[config.mk]
export PLATFORM = sky130hd
export DESIGN_NAME = aux_pin_control
export DESIGN_NICKNAME = d
export VERILOG_FILES = /design/src/include/auxpc_pkg.sv /design/src/hdl/aux_pin_control.sv /design/src/hdl/auxpc_pin_cell.sv
export VERILOG_INCLUDE_DIRS = /design/src /design/src/include
export SDC_FILE = /design/constraint.sdc
export NUM_CORES = 1
export LEC_CHECK = 0
export BUFFER_PORTS_ARGS = -buffer_cell sky130_fd_sc_hd__clkbuf_2
export CAP_MARGIN = 25
export CORE_MARGIN = 3
export CORE_UTILIZATION = 45
export CTS_CLUSTER_DIAMETER = 200
export DETAILED_ROUTE_END_ITERATION = 10
export GPL_TIMING_DRIVEN = 0
export PLACE_DENSITY = 0.79
export SYNTH_ARGS = -nofsm -noshare
export SYNTH_HDL_FRONTEND = slang
export SYNTH_SLANG_ARGS = --single-unit
[constraint.sdc]
create_clock -name core_clk -period 1.3 [get_ports core_clk]
set_input_delay 0.065 -clock core_clk [delete_from_list [all_inputs] [get_ports core_clk]]
set_output_delay 0.065 -clock core_clk [all_outputs]
set_load 0.02 [all_outputs]
[src/include/auxpc_defs.svh]
`ifndef AUXPC_DEFS_SVH
`define AUXPC_DEFS_SVH

// Register map
`define AUXPC_CTRL_OFFSET 8'hfc
`define AUXPC_CTRL_RESET 32'h0000_1010
`define AUXPC_CTRL_WMASK 32'h3131_b1b1

// Field positions
`define AUXPC_PIN0_DRIVE_BIT 0
`define AUXPC_PIN0_OE_BIT 4
`define AUXPC_PIN0_INV_BIT 5
`define AUXPC_PIN0_FSEL_BIT 7
`define AUXPC_PIN1_DRIVE_BIT 8
`define AUXPC_PIN1_OE_BIT 12
`define AUXPC_PIN1_INV_BIT 13
`define AUXPC_PIN1_FSEL_BIT 15
`define AUXPC_PIN2_DRIVE_BIT 16
`define AUXPC_PIN2_OE_BIT 20
`define AUXPC_PIN2_INV_BIT 21
`define AUXPC_PIN3_DRIVE_BIT 24
`define AUXPC_PIN3_OE_BIT 28
`define AUXPC_PIN3_INV_BIT 29

`endif

[src/include/auxpc_pkg.sv]
`default_nettype none
package auxpc_pkg;

  typedef enum logic {
    AUXPC_BUS_IDLE,
    AUXPC_BUS_ANSWER
  } auxpc_bus_state_type;

  typedef logic [31:0] auxpc_word_type;

endpackage
`default_nettype wire

[src/hdl/aux_pin_control.sv]
// Contract
// - After reset terminal 0 carries the contender line and terminal 1 link power status.
// - Bit 7 selects terminal 0 role: 0 dedicated contender signal, 1 general-purpose pin 0.
// - Bit 15 selects terminal 1 role: 0 dedicated link power status, 1 general-purpose pin 1.
// - Bit 29 set inverts input and output polarity of terminal 3; reset leaves it noninverted.
// - Bit 28 clear keeps terminal 3 in high impedance; set drives it; reset is clear.
// - With its output enabled terminal 3 drives the value last written to bit 24.
// - Bit 21 set inverts input and output polarity of terminal 2; reset leaves it noninverted.
// - Bit 20 clear keeps terminal 2 in high impedance; set drives it; reset is clear.
// - With its output enabled terminal 2 drives the value last written to bit 16.
// - Bit 13 governs terminal 1 polarity only while bit 15 is set.
// - Bit 12 governs terminal 1 output enable only while bit 15 is set; it resets to 1.
// - With bit 15 set and output enabled, terminal 1 drives the value written to bit 8.
// - Bit 5 governs terminal 0 polarity only while bit 7 is set.
// - Bit 4 governs terminal 0 output enable only while bit 7 is set; it resets to 1.
// - With bit 7 set and output enabled, terminal 0 drives the value written to bit 0.
// - All reserved bits of the control register read as zero.
`timescale 1ns/10ps
`default_nettype none
`include "auxpc_defs.svh"

module aux_pin_control #(
  parameter int ADDR_W = 8,
  parameter int PIN_COUNT = 4
) (
  // Clock and reset
  input wire logic core_clk,
  input wire logic rst_n,
  // Avalon-MM slave
  input wire logic [ADDR_W-1:0] avs_address,
  input wire logic avs_read,
  input wire logic avs_write,
  input wire auxpc_pkg::auxpc_word_type avs_writedata,
  input wire logic [3:0] avs_byteenable,
  output auxpc_pkg::auxpc_word_type avs_readdata,
  output logic avs_waitrequest,
  // Dedicated link signals
  input wire logic bus_manager_contender_signal,
  input wire logic link_power_status_signal,
  // Terminals
  input wire logic [PIN_COUNT-1:0] aux_pin_in,
  output logic [PIN_COUNT-1:0] aux_pin_out,
  output logic [PIN_COUNT-1:0] aux_pin_oe,
  // Sampled terminal levels after polarity
  output logic [PIN_COUNT-1:0] aux_pin_value
);
  import auxpc_pkg::*;

  if (ADDR_W < 8) begin : g_addr_check
    $error("aux_pin_control: ADDR_W must hold offset 0xfc");
  end
  if (PIN_COUNT != 4) begin : g_count_check
    $error("aux_pin_control: exactly four terminals are supported");
  end

  ////////////////////////////////////////////////////////////////////////////
  // Bus handshake: one wait cycle, then accept

  auxpc_bus_state_type bus_state_reg;
  auxpc_bus_state_type bus_state_next;
  auxpc_word_type ctrl_reg;
  auxpc_word_type ctrl_next;
  auxpc_word_type lane_mask;
  logic hit;
  logic accept;

  assign hit = (avs_address == ADDR_W'(`AUXPC_CTRL_OFFSET));
  assign accept = (bus_state_reg == AUXPC_BUS_ANSWER);

  always_comb begin
    case (bus_state_reg)
      AUXPC_BUS_IDLE: begin
        bus_state_next = (avs_read || avs_write) ? AUXPC_BUS_ANSWER : AUXPC_BUS_IDLE;
      end
      AUXPC_BUS_ANSWER: begin
        bus_state_next = AUXPC_BUS_IDLE;
      end
      default: begin
        bus_state_next = AUXPC_BUS_IDLE;
      end
    endcase
  end

  always_ff @(posedge core_clk) begin
    if (!rst_n) begin
      bus_state_reg <= AUXPC_BUS_IDLE;
    end else begin
      bus_state_reg <= bus_state_next;
    end
  end

  // Waitrequest is a flop copy of the state so the output has no decode glitch
  always_ff @(posedge core_clk) begin
    if (!rst_n) begin
      avs_waitrequest <= 1'b1;
    end else begin
      avs_waitrequest <= (bus_state_next != AUXPC_BUS_ANSWER);
    end
  end

  // Read data loaded in the wait cycle; unmapped offsets read zero
  always_ff @(posedge core_clk) begin
    if (!rst_n) begin
      avs_readdata <= 32'h0000_0000;
    end else if (bus_state_reg == AUXPC_BUS_IDLE && avs_read) begin
      avs_readdata <= hit ? (ctrl_reg & `AUXPC_CTRL_WMASK) : 32'h0000_0000;
    end
  end

  ////////////////////////////////////////////////////////////////////////////
  // Control register

  always_comb begin
    lane_mask = {{8{avs_byteenable[3]}}, {8{avs_byteenable[2]}},
                 {8{avs_byteenable[1]}}, {8{avs_byteenable[0]}}};
    ctrl_next = ctrl_reg;
    if (accept && avs_write && hit) begin
      // Reserved bits never store, so they cannot leak into readback
      ctrl_next = (ctrl_reg & ~(lane_mask & `AUXPC_CTRL_WMASK))
                | (avs_writedata & lane_mask & `AUXPC_CTRL_WMASK);
    end
  end

  always_ff @(posedge core_clk) begin
    if (!rst_n) begin
      ctrl_reg <= `AUXPC_CTRL_RESET;
    end else begin
      ctrl_reg <= ctrl_next;
    end
  end

  ////////////////////////////////////////////////////////////////////////////
  // Per-terminal field routing

  logic [PIN_COUNT-1:0] general_purpose;
  logic [PIN_COUNT-1:0] polarity_invert;
  logic [PIN_COUNT-1:0] output_enable;
  logic [PIN_COUNT-1:0] drive_value;
  logic [PIN_COUNT-1:0] dedicated_value;

  assign general_purpose = {1'b1, 1'b1,
                            ctrl_reg[`AUXPC_PIN1_FSEL_BIT],
                            ctrl_reg[`AUXPC_PIN0_FSEL_BIT]};
  assign polarity_invert = {ctrl_reg[`AUXPC_PIN3_INV_BIT],
                            ctrl_reg[`AUXPC_PIN2_INV_BIT],
                            ctrl_reg[`AUXPC_PIN1_INV_BIT],
                            ctrl_reg[`AUXPC_PIN0_INV_BIT]};
  assign output_enable = {ctrl_reg[`AUXPC_PIN3_OE_BIT],
                          ctrl_reg[`AUXPC_PIN2_OE_BIT],
                          ctrl_reg[`AUXPC_PIN1_OE_BIT],
                          ctrl_reg[`AUXPC_PIN0_OE_BIT]};
  assign drive_value = {ctrl_reg[`AUXPC_PIN3_DRIVE_BIT],
                        ctrl_reg[`AUXPC_PIN2_DRIVE_BIT],
                        ctrl_reg[`AUXPC_PIN1_DRIVE_BIT],
                        ctrl_reg[`AUXPC_PIN0_DRIVE_BIT]};
  // Terminals 2 and 3 have no dedicated role, so their source is never used
  assign dedicated_value = {1'b0, 1'b0, link_power_status_signal,
                            bus_manager_contender_signal};

  ////////////////////////////////////////////////////////////////////////////
  // Terminal cells

  genvar pin_idx;
  generate
    for (pin_idx = 0; pin_idx < PIN_COUNT; pin_idx++) begin : g_pin
      auxpc_pin_cell u_cell (
        .core_clk(core_clk),
        .rst_n(rst_n),
        .general_purpose(general_purpose[pin_idx]),
        .polarity_invert(polarity_invert[pin_idx]),
        .output_enable(output_enable[pin_idx]),
        .drive_value(drive_value[pin_idx]),
        .dedicated_value(dedicated_value[pin_idx]),
        .pin_in(aux_pin_in[pin_idx]),
        .pin_out(aux_pin_out[pin_idx]),
        .pin_oe(aux_pin_oe[pin_idx]),
        .pin_value(aux_pin_value[pin_idx])
      );
    end
  endgenerate

endmodule

`default_nettype wire

[src/hdl/auxpc_pin_cell.sv]
`timescale 1ns/10ps
`default_nettype none

module auxpc_pin_cell (
  // Clock and reset
  input wire logic core_clk,
  input wire logic rst_n,
  // Control fields
  input wire logic general_purpose,
  input wire logic polarity_invert,
  input wire logic output_enable,
  input wire logic drive_value,
  // Dedicated function source
  input wire logic dedicated_value,
  // Terminal
  input wire logic pin_in,
  output logic pin_out,
  output logic pin_oe,
  output logic pin_value
);

  ////////////////////////////////////////////////////////////////////////////
  // Output path; dedicated role always drives the terminal
  always_ff @(posedge core_clk) begin
    if (!rst_n) begin
      pin_out <= 1'b0;
      // Only a dedicated role drives in reset; general-purpose terminals stay released
      pin_oe <= !general_purpose;
    end else if (general_purpose) begin
      pin_out <= drive_value ^ polarity_invert;
      pin_oe <= output_enable;
    end else begin
      pin_out <= dedicated_value;
      pin_oe <= 1'b1;
    end
  end

  ////////////////////////////////////////////////////////////////////////////
  // Input path, inverted only in general-purpose role
  always_ff @(posedge core_clk) begin
    if (!rst_n) begin
      pin_value <= 1'b0;
    end else begin
      pin_value <= pin_in ^ (general_purpose & polarity_invert);
    end
  end

endmodule

`default_nettype wire

==> impl_metrics.ini, run 1 <==
[drt]
viasPerCell = 4.548
drt_iter0_markers = 56
routedWlPerCell_um = 11.66
firstDrtPassIters = 4
ant_nets = 0
drc = 0
via_count = 1610
wirelength_um = 4128

[sta]
setup_tns_ps = 0
hold_violations = 0
worst_slack_ps = 105.8
rsz0062_at_grt = false
clock.fmax_mhz = 837.4
timing.final.crit_share_pct = 91.86
fin_worst_skew_ps = 8.371
final-setup-viol-count = 0
min_period_ps = 1194
slew_viol_final = 0

[floorplan]
fp.dieArea_um2 = 5191
io_pins = 99
coreArea_um2 = 4115
die_x_um = 72.05
die_height_um = 72.05
start_util_pct = 47.70
num_rows = 23

[setup_path]
critPathMaxFanout = 10
worst-path-buf-inv = 1
crit_chain = and2b_1, buf_4, nand4_1, a21boi_1
r2r_cells = 4
cp.arrival_ps = 1410
required_ps = 1510
end_kind = register
slowest_stage = dfxtp_1
r2r_start = accept$_SDFF_PN0_
reg2reg_setup_slack_ps = 110
criticalPathCategory = register to register
timing.rr.end = avs_readdata[20]$_SDFFE_PN0P_
cp_slowest_stage_delay_ps = 330
start_kind = register
crit_family = simple AND/OR/NAND/NOR gates

[clock_network]
cts.sinks = 42
clock_latency_ps = 290
clk_pin_slew_worst_paths_ps = 80
cts_tree = built
htree_levels = 2
clock_path_buffers = 2
cts_root_buf = clkbuf_8
cts_buffers = 5

[min_path]
hold_start = link_power_status_signal
hold_path_end = g_pin[1].u_cell.pin_out$_SDFF_PN0_
holdPathStages = 2
min_path_type = input port to register

[global_routing]
gr-total-overflow = 0
grt_max_degree = 13
grt_pass1_vias = 1472
grt_antenna_before_repair = 0
gr-usage-all-layers_pct = 16.72
grt_pass1_wl_um = 6741

[cells_and_area]
multi_input_area_um2 = 860.8
ff_latch_area_um2 = 840.8
utilization_pct = 63.21
drive_gt1_share_pct = 36.51
finalNonFillerCells = 354
diodes = 0
nNetsFinal = 357
area_growth_pct = 32.50
final.fill_count = 358

[job]
drv_cap = 0

[synth]
ys_seq_area_share_pct = 42.83
synth-seq-cells = 42
syn_area_um2 = 1963
synthTopCellsByArea = dfxtp_1 43%, buf_4 12%, nand2_1 8.8%
yosys_warnings = 0
synth_cell_types = 25
netlist_instances = 207
synthDominantCellAreaShare_pct = 42.83
synth.avg_cell_area_um2 = 9.484
synth_largest_area_cell = dfxtp_1

[placement]
placedCellCount = 335
dp_hpwl_um = 3158
numPortBuffers = 61
gp_congestion = 0.8239
post-place-ws_ps = 122.9

[power]
power.leakage_nw = 1.351
power.density_nw_per_um2 = 961.2
irDropWorstVdd_v = 0.0005719

[run_status]
outcome = completed
-- final cells by class --
class / instances / area share (%)
tap: 50 / 2.405
sequential: 42 / 32.32
clock buffer: 7 / 3.319
multi-input combinational: 136 / 33.09
buffer: 42 / 12.12
timing repair buffer: 72 / 15.97
inverter: 4 / 0.5772
clock inverter: 1 / 0.1924
-- worst max path at each step --
stage,to,startpoint,cells after the start
floorplan,avs_readdata[7]$_SDFFE_PN0P_,accept$_SDFF_PN0_,4
global placement,avs_readdata[13]$_SDFFE_PN0P_,accept$_SDFF_PN0_,4
detailed placement,avs_readdata[15]$_SDFFE_PN0P_,accept$_SDFF_PN0_,4
CTS,avs_readdata[20]$_SDFFE_PN0P_,accept$_SDFF_PN0_,4
global route,avs_readdata[20]$_SDFFE_PN0P_,accept$_SDFF_PN0_,4
finish,avs_readdata[20]$_SDFFE_PN0P_,accept$_SDFF_PN0_,4
-- logic make-up (layout without fill, tap and decap cells) --
| logic type | count (synthesis) | in the layout | share of synthesized area, % |
|---|---|---|---|
| and+or+nand+nor | 79 | 79 | 22.94 |
| AOI/OAI and AO/OA | 17 | 17 | 6.756 |
| muxes | 14 | 14 | 7.138 |
| buffers and inverters | 46 | 126 | 16.57 |
| xor gates and xnor gates | 8 | 8 | 3.569 |
| DFF | 42 | 42 | 42.83 |
| other | 1 | 18 | 0.1910 |
-- through the flow --
| stage | cell area [um2] | power, W | hold WS (ps) |
|---|---|---|---|
| 6_report | 2601 | 0.002500 | 13.37 |
| 5_1_grt | 2601 | 0.002593 | 22.27 |
| 4_1_cts | 2596 | 0.002512 | 6.269 |
| 3_5_place_dp | 2395 | 0.001640 | 295.6 |
| 3_3_place_gp | 2395 | 0.001635 | 294.0 |
| 2_1_floorplan | 2027 | 0.001547 | 202.8 |
-- placed cells by master, fill, tap and decap left out --
master,count
clkbuf_2,61
nand2_1,46
dfxtp_1,42
buf_4,32
conb_1,18
mux2i_1,14
nand4_1,14
dlygate4sd3_1,11
a21boi_1,10
and2_1,6
clkbuf_8,6
clkbuf_1,5
nand4_4,4
nor2b_1,4
xor2_1,4
inv_1,4
xnor2_1,4
a21boi_0,4
buf_2,2
buf_6,2
o211a_1,2
and4bb_1,1
and4_1,1
and2_2,1
o211ai_1,1
nand2b_1,1
clkbuf_4,1
and2b_1,1
buf_12,1
clkinv_2,1
-- repair_timing --
action	4_1_cts	5_1_grt
gates resized for setup	0	3
hold buffers	11	0
setup endpoints to repair	0	1
setup buffers	0	0
endpoints found under the hold margin	11	0
-- synthesized netlist by cell type, drive strengths merged --
cell type  instances
nand4             18
and2b              1
o211a              2
buf               38
and2               7
and4               1
nand2b             1
nor2b              4
a21boi            14
o211ai             1
conb               1
xor2               4
inv                4
nand2             46
and4bb             1
clkbuf             4
mux2i             14
dfxtp             42
xnor2              4
-- report_power, final --
group	internal, W	total (W)	switching, W
clock	0.000428	0.000861	0.000433
combinational	0.000159	0.000334	0.000175
sequential	0.00130	0.00131	0.00000492
-- layer usage --
metal  wire [um]  GRT usage (%)  part of all wire (%)
met2        1928          27.86                    47
met3         306          5.263                   7.4
met1        1845          20.98                    45
met4          48          4.384                   1.2
met5           0              0                     0
Note: power is estimated with default switching activity, not from simulation.
==> inputs of run 2 (changes only) <==
PLACE_DENSITY = 0.84   (was 0.79)
==> run 2 against run 1 <==
Against the previous run:
- cell count is 0.85% lower
- sequential cell count stayed put
- die area stayed put
- combinational power is 3% lower
- worst setup slack better by 4.8 ps
- maximum frequency is 0.40% higher
- routed wire length hardly changed
- register-to-register slack hardly changed
- clock power is 3.1% lower
- sequential power hardly changed
- cell area is 1.4% lower
- clock-buffer cell count is 2 lower
==> impl_metrics.ini, run 2 (synthesized netlist as in run 1, its figures left out) <==
[sta]
clock.fmax_mhz = 840.8
fin_worst_skew_ps = 8.221
slew_headroom_pct = 65.52
tightestPinTransition_ps = 517.1
slew_viol_final = 0
final-setup-viol-count = 0
setup_tns_ps = 0
hold_violations = 0
min_period_ps = 1189
rsz0062_at_grt = false
timing.final.crit_share_pct = 91.49

[clock_network]
clk_pin_slew_worst_paths_ps = 80
cts_hold_buf = 8
htree_levels = 2
cts_tree = built
cts_buffers = 5
cts_root_buf = clkbuf_8
clock_latency_ps = 300
clock_path_buffers = 2
post_cts_buffers = 0
ctsResizeCount = 0
cts.sinks = 42

[setup_path]
cp.arrival_ps = 1390
critical_path_cell_count = 4
cp_slowest_stage_delay_ps = 360
end_kind = register
slowest_stage = dfxtp_1
criticalPathCategory = register to register
required_ps = 1500
start_kind = register
reg2reg_setup_slack_ps = 110
critPathLaunch = accept$_SDFF_PN0_
crit_chain = nand2b_1, buf_2, nand2_1, a21boi_0
worst-path-buf-inv = 1
r2r_start = accept$_SDFF_PN0_
r2r_cells = 4
endpoint = avs_readdata[21]$_SDFFE_PN0P_
critPathMaxFanout = 10
timing.rr.end = avs_readdata[21]$_SDFFE_PN0P_
crit_family = flip-flops

[power]
total_power_w = 0.002463
switching_power_w = 0.0006354
power.leakage_nw = 1.333
irDropWorstVdd_v = 0.0007142
pwr-share-clk_pct = 33.8
power.density_nw_per_um2 = 960.4
comb_power_share_pct = 13.2
p_sw_share_pct = 25.79
p_int_w = 0.001828
pwr-share-seq_pct = 53.0

[placement]
dpl-instance-area_um2 = 2395
numPortBuffers = 61
dp_hpwl_um = 3146
gp_congestion = 0.7517

[cells_and_area]
utilization_pct = 62.33
area_growth_pct = 30.66
fin_area_um2 = 2565
diodes = 0
drive_gt1_share_pct = 37.21
final_common_cell = clkbuf_2
nNetsFinal = 354
mostFrequentLayoutCells = 61 x clkbuf_2, 46 x nand2_1, 42 x dfxtp_1

[floorplan]
num_rows = 23
die_height_um = 72.05
start_util_pct = 47.70
io_pins = 99
fp.dieArea_um2 = 5191
die_x_um = 72.05
coreArea_um2 = 4115

[global_routing]
gr-total-overflow = 0
grt_pass1_wl_um = 6720
grt_max_degree = 15
grt_antenna_before_repair = 0
gr-usage-all-layers_pct = 16.92
grt_pass1_vias = 1490

[drt]
viasPerCell = 4.593
drc = 0
firstDrtPassIters = 4
drt_iter0_markers = 113
via_count = 1612
wirelength_um = 4124
routedWlPerCell_um = 11.75
ant_nets = 0

[job]
drv_cap = 0

[run_status]
outcome = completed

[min_path]
hold_start = avs_writedata[16]
min_path_type = input port to register
run 2: changes by cell type in the layout (fill, tap and decap cells not counted), sizes merged:
cell / change
dlygate4sd3: -3
clkinvlp: +1
buf: +1
clkinv: +1
clkbuf: -3
run 2: cell type report:
class | instances | area [um2]
fill | 382 | 1550
multi-input combinational | 136 | 860.8
sequential | 42 | 840.8
timing repair buffer | 69 | 385.4
buffer | 42 | 310.3
clock buffer | 5 | 68.82
tap | 50 | 62.56
clock inverter | 3 | 21.27
inverter | 4 | 15.01
run 2: power groups by stage:
stage | Clock [W] | Sequential [W] | Combinational, W
after global placement | 0 | 0.00133 | 0.000301
after CTS | 0.000860 | 0.00130 | 0.000324
after floorplan | 0 | 0.00134 | 0.000209
after detailed placement | 0 | 0.00134 | 0.000304
after global routing | 0.000918 | 0.00131 | 0.000354
final | 0.000834 | 0.00130 | 0.000325
run 2: per-stage QoR:
step / instances / hold WS [ps] / setup slack [ps]
after CTS: 351 / 0.1283 / 114.5
after detailed placement: 335 / 294.6 / 143.0
after global routing: 351 / 2.786 / 5.594
final: 351 / 1.211 / 110.6
after global placement: 335 / 295.4 / 181.0
after floorplan: 224 / 202.8 / 300.2
run 2: per-layer routing:
| metal | GRT usage, % | part of all wire [%] | up-vias |
|---|---|---|---|
| met5 | 0 | 0 | - |
| met4 | 5.219 | 1.3 | 0 |
| met3 | 6.510 | 6.7 | 6 |
| met2 | 27.76 | 49 | 54 |
| met1 | 20.52 | 43 | 729 |
| li1 | - | - | 823 |
run 2: tightest hold or removal path: stages:
cell and delay (ps):
clkbuf_2 80, nand2_1 50, mux2i_1 50
run 2: how the worst min path moves through the flow:
stage,to,slack (ps),depth (start not counted)
after CTS,register,0.1,3
after global routing,register,3,3
final,register,1,3
after global placement,register,300,3
after floorplan,g_pin[0].u_cell.pin_out$_SDFF_PN0_,200,1
after detailed placement,g_pin[1].u_cell.pin_out$_SDFF_PN0_,290,2
==> inputs of run 3 (changes only) <==
CORE_UTILIZATION = 49   (was 45)
PLACE_DENSITY = 0.9   (was 0.84)
clock period = 1.4 ns   (was 1.3 ns; I/O delays follow)
==> run 3 against run 2 <==
Against the previous run:
- the run now ends with hold timing left
- routed wire length increased by 0.68%
- cell area decreased by 0.24%
- sequential power decreased by 7%
- register-to-register slack improved by 70 ps
- critical endpoint is now avs_readdata[15]$_SDFFE_PN0P_
==> impl_metrics.ini, run 3 (synthesized netlist as in run 1, its figures left out) <==
[run_status]
outcome = finished with violations
violations = hold timing

[sta]
hold_ws_ps = -0.6068
clock.fmax_mhz = 823.1
slew_viol_final = 0
fin_worst_skew_ps = 6.440
final-setup-viol-count = 0
tightestPinTransition_ps = 507.0
setup_tns_ps = 0
slew_headroom_pct = 66.20
min_period_ps = 1215
timing.final.crit_share_pct = 86.78
rsz0062_at_grt = false
hold_violations = 1

[drt]
drt_iter0_markers = 81
firstDrtPassIters = 4
viasPerCell = 4.576
ant_nets = 0
wirelength_um = 4152
drc = 0
routedWlPerCell_um = 11.90
via_count = 1597

[clock_network]
cts_hold_buf = 9
cts.sinks = 42
htree_levels = 2
clock_path_buffers = 2
cts_root_buf = clkbuf_8
clock_latency_ps = 300
cts_buffers = 5
cts_tree = built
clk_pin_slew_worst_paths_ps = 70
post_cts_buffers = 0
ctsResizeCount = 0

[floorplan]
coreArea_um2 = 3771
io_pins = 99
num_rows = 22
start_util_pct = 52.06
die_x_um = 69.30
die_height_um = 69.30
fp.dieArea_um2 = 4802

[global_routing]
grt_antenna_before_repair = 0
grt_pass1_wl_um = 6817
grt_max_degree = 12
grt_pass1_vias = 1507
gr-usage-all-layers_pct = 17.71
gr-total-overflow = 0

[setup_path]
start_kind = register
end_kind = register
required_ps = 1630
cp.arrival_ps = 1440
criticalPathCategory = register to register
critPathMaxFanout = 10

[cells_and_area]
nNetsFinal = 355
mostFrequentLayoutCells = 61 x clkbuf_2, 46 x nand2_1, 42 x dfxtp_1
drive_gt1_share_pct = 36.21
final.fill_count = 316
diodes = 0
area_growth_pct = 30.34
final_common_cell = clkbuf_2

[placement]
numPortBuffers = 61
dp_hpwl_um = 3140
gp_congestion = 0.8112

[job]
drv_cap = 0

[power]
power.density_nw_per_um2 = 877.2
power.leakage_nw = 1.331
irDropWorstVdd_v = 0.0007348
total_power_w = 0.002244

[min_path]
min_path_type = input port to register
-- run 3: changes by cell type in the layout (fill, tap and decap cells not counted), sizes merged --
cell	before	now
clkbuf	70	72
clkinv	2	0
clkinvlp	1	0
dlygate4sd3	8	9
-- run 3: report_power, final --
part           leakage, nW  total [W]  switching (W)  internal, W
Clock               0.0383   0.000728       0.000385     0.000343
Sequential           0.341    0.00121     0.00000453      0.00121
Combinational        0.952   0.000304       0.000162     0.000142
Total                 1.33    0.00224       0.000551      0.00169
-- run 3: area by class of cell --
| class | count | area (um2) | share of cell area [%] |
|---|---|---|---|
| timing repair buffer | 70 | 395.4 | 15.45 |
| tap | 48 | 60.06 | 2.347 |
| clock buffer | 7 | 76.32 | 2.983 |
| buffer | 42 | 310.3 | 12.13 |
| sequential | 42 | 840.8 | 32.86 |
| inverter | 4 | 15.01 | 0.5868 |
| multi-input combinational | 136 | 860.8 | 33.64 |
-- run 3: final timing paths --
path | end | start | slack [ps] | cells past startpoint
worst max-delay path | avs_readdata[15]$_SDFFE_PN0P_ | accept$_SDFF_PN0_ | 190 | 4
worst max register to register | avs_readdata[15]$_SDFFE_PN0P_ | accept$_SDFF_PN0_ | 190 | 4
worst min register to register | avs_readdata[16]$_SDFFE_PN0P_ | avs_readdata[16]$_SDFFE_PN0P_ | 450 | 2
worst min-delay path | register | avs_writedata[20] | -0.6 | 3
-- run 3: stage by stage --
stage / hold WS [ps] / util, % / area (um2) / instances / worst slack (ps)
floorplan: 207.8 / - / 2027 / 224 / 400.2
global placement: 299.8 / 63.44 / 2392 / 333 / 281.6
detailed placement: 299.7 / 63.44 / 2392 / 333 / 205.9
CTS: 2.032 / 67.85 / 2559 / 349 / 180.2
global route: 17.15 / 67.85 / 2559 / 349 / 96.21
finish: -0.6068 / 67.85 / 2559 / 349 / 185.0
-- run 3: critical path, cell delays in order, from the launching register on --
cell and delay [ps]:
dfxtp_1 330, and2b_1 280, buf_2 250, nand4_1 140, a21boi_1 150
-- run 3: routing by layer --
metal,up-vias,wire length (um),global-route usage [%]
met5,-,0,0
met1,705,1647,20.40
met2,69,2010,29.98
met4,0,50,5.206
li1,818,-,-
met3,5,443,7.246
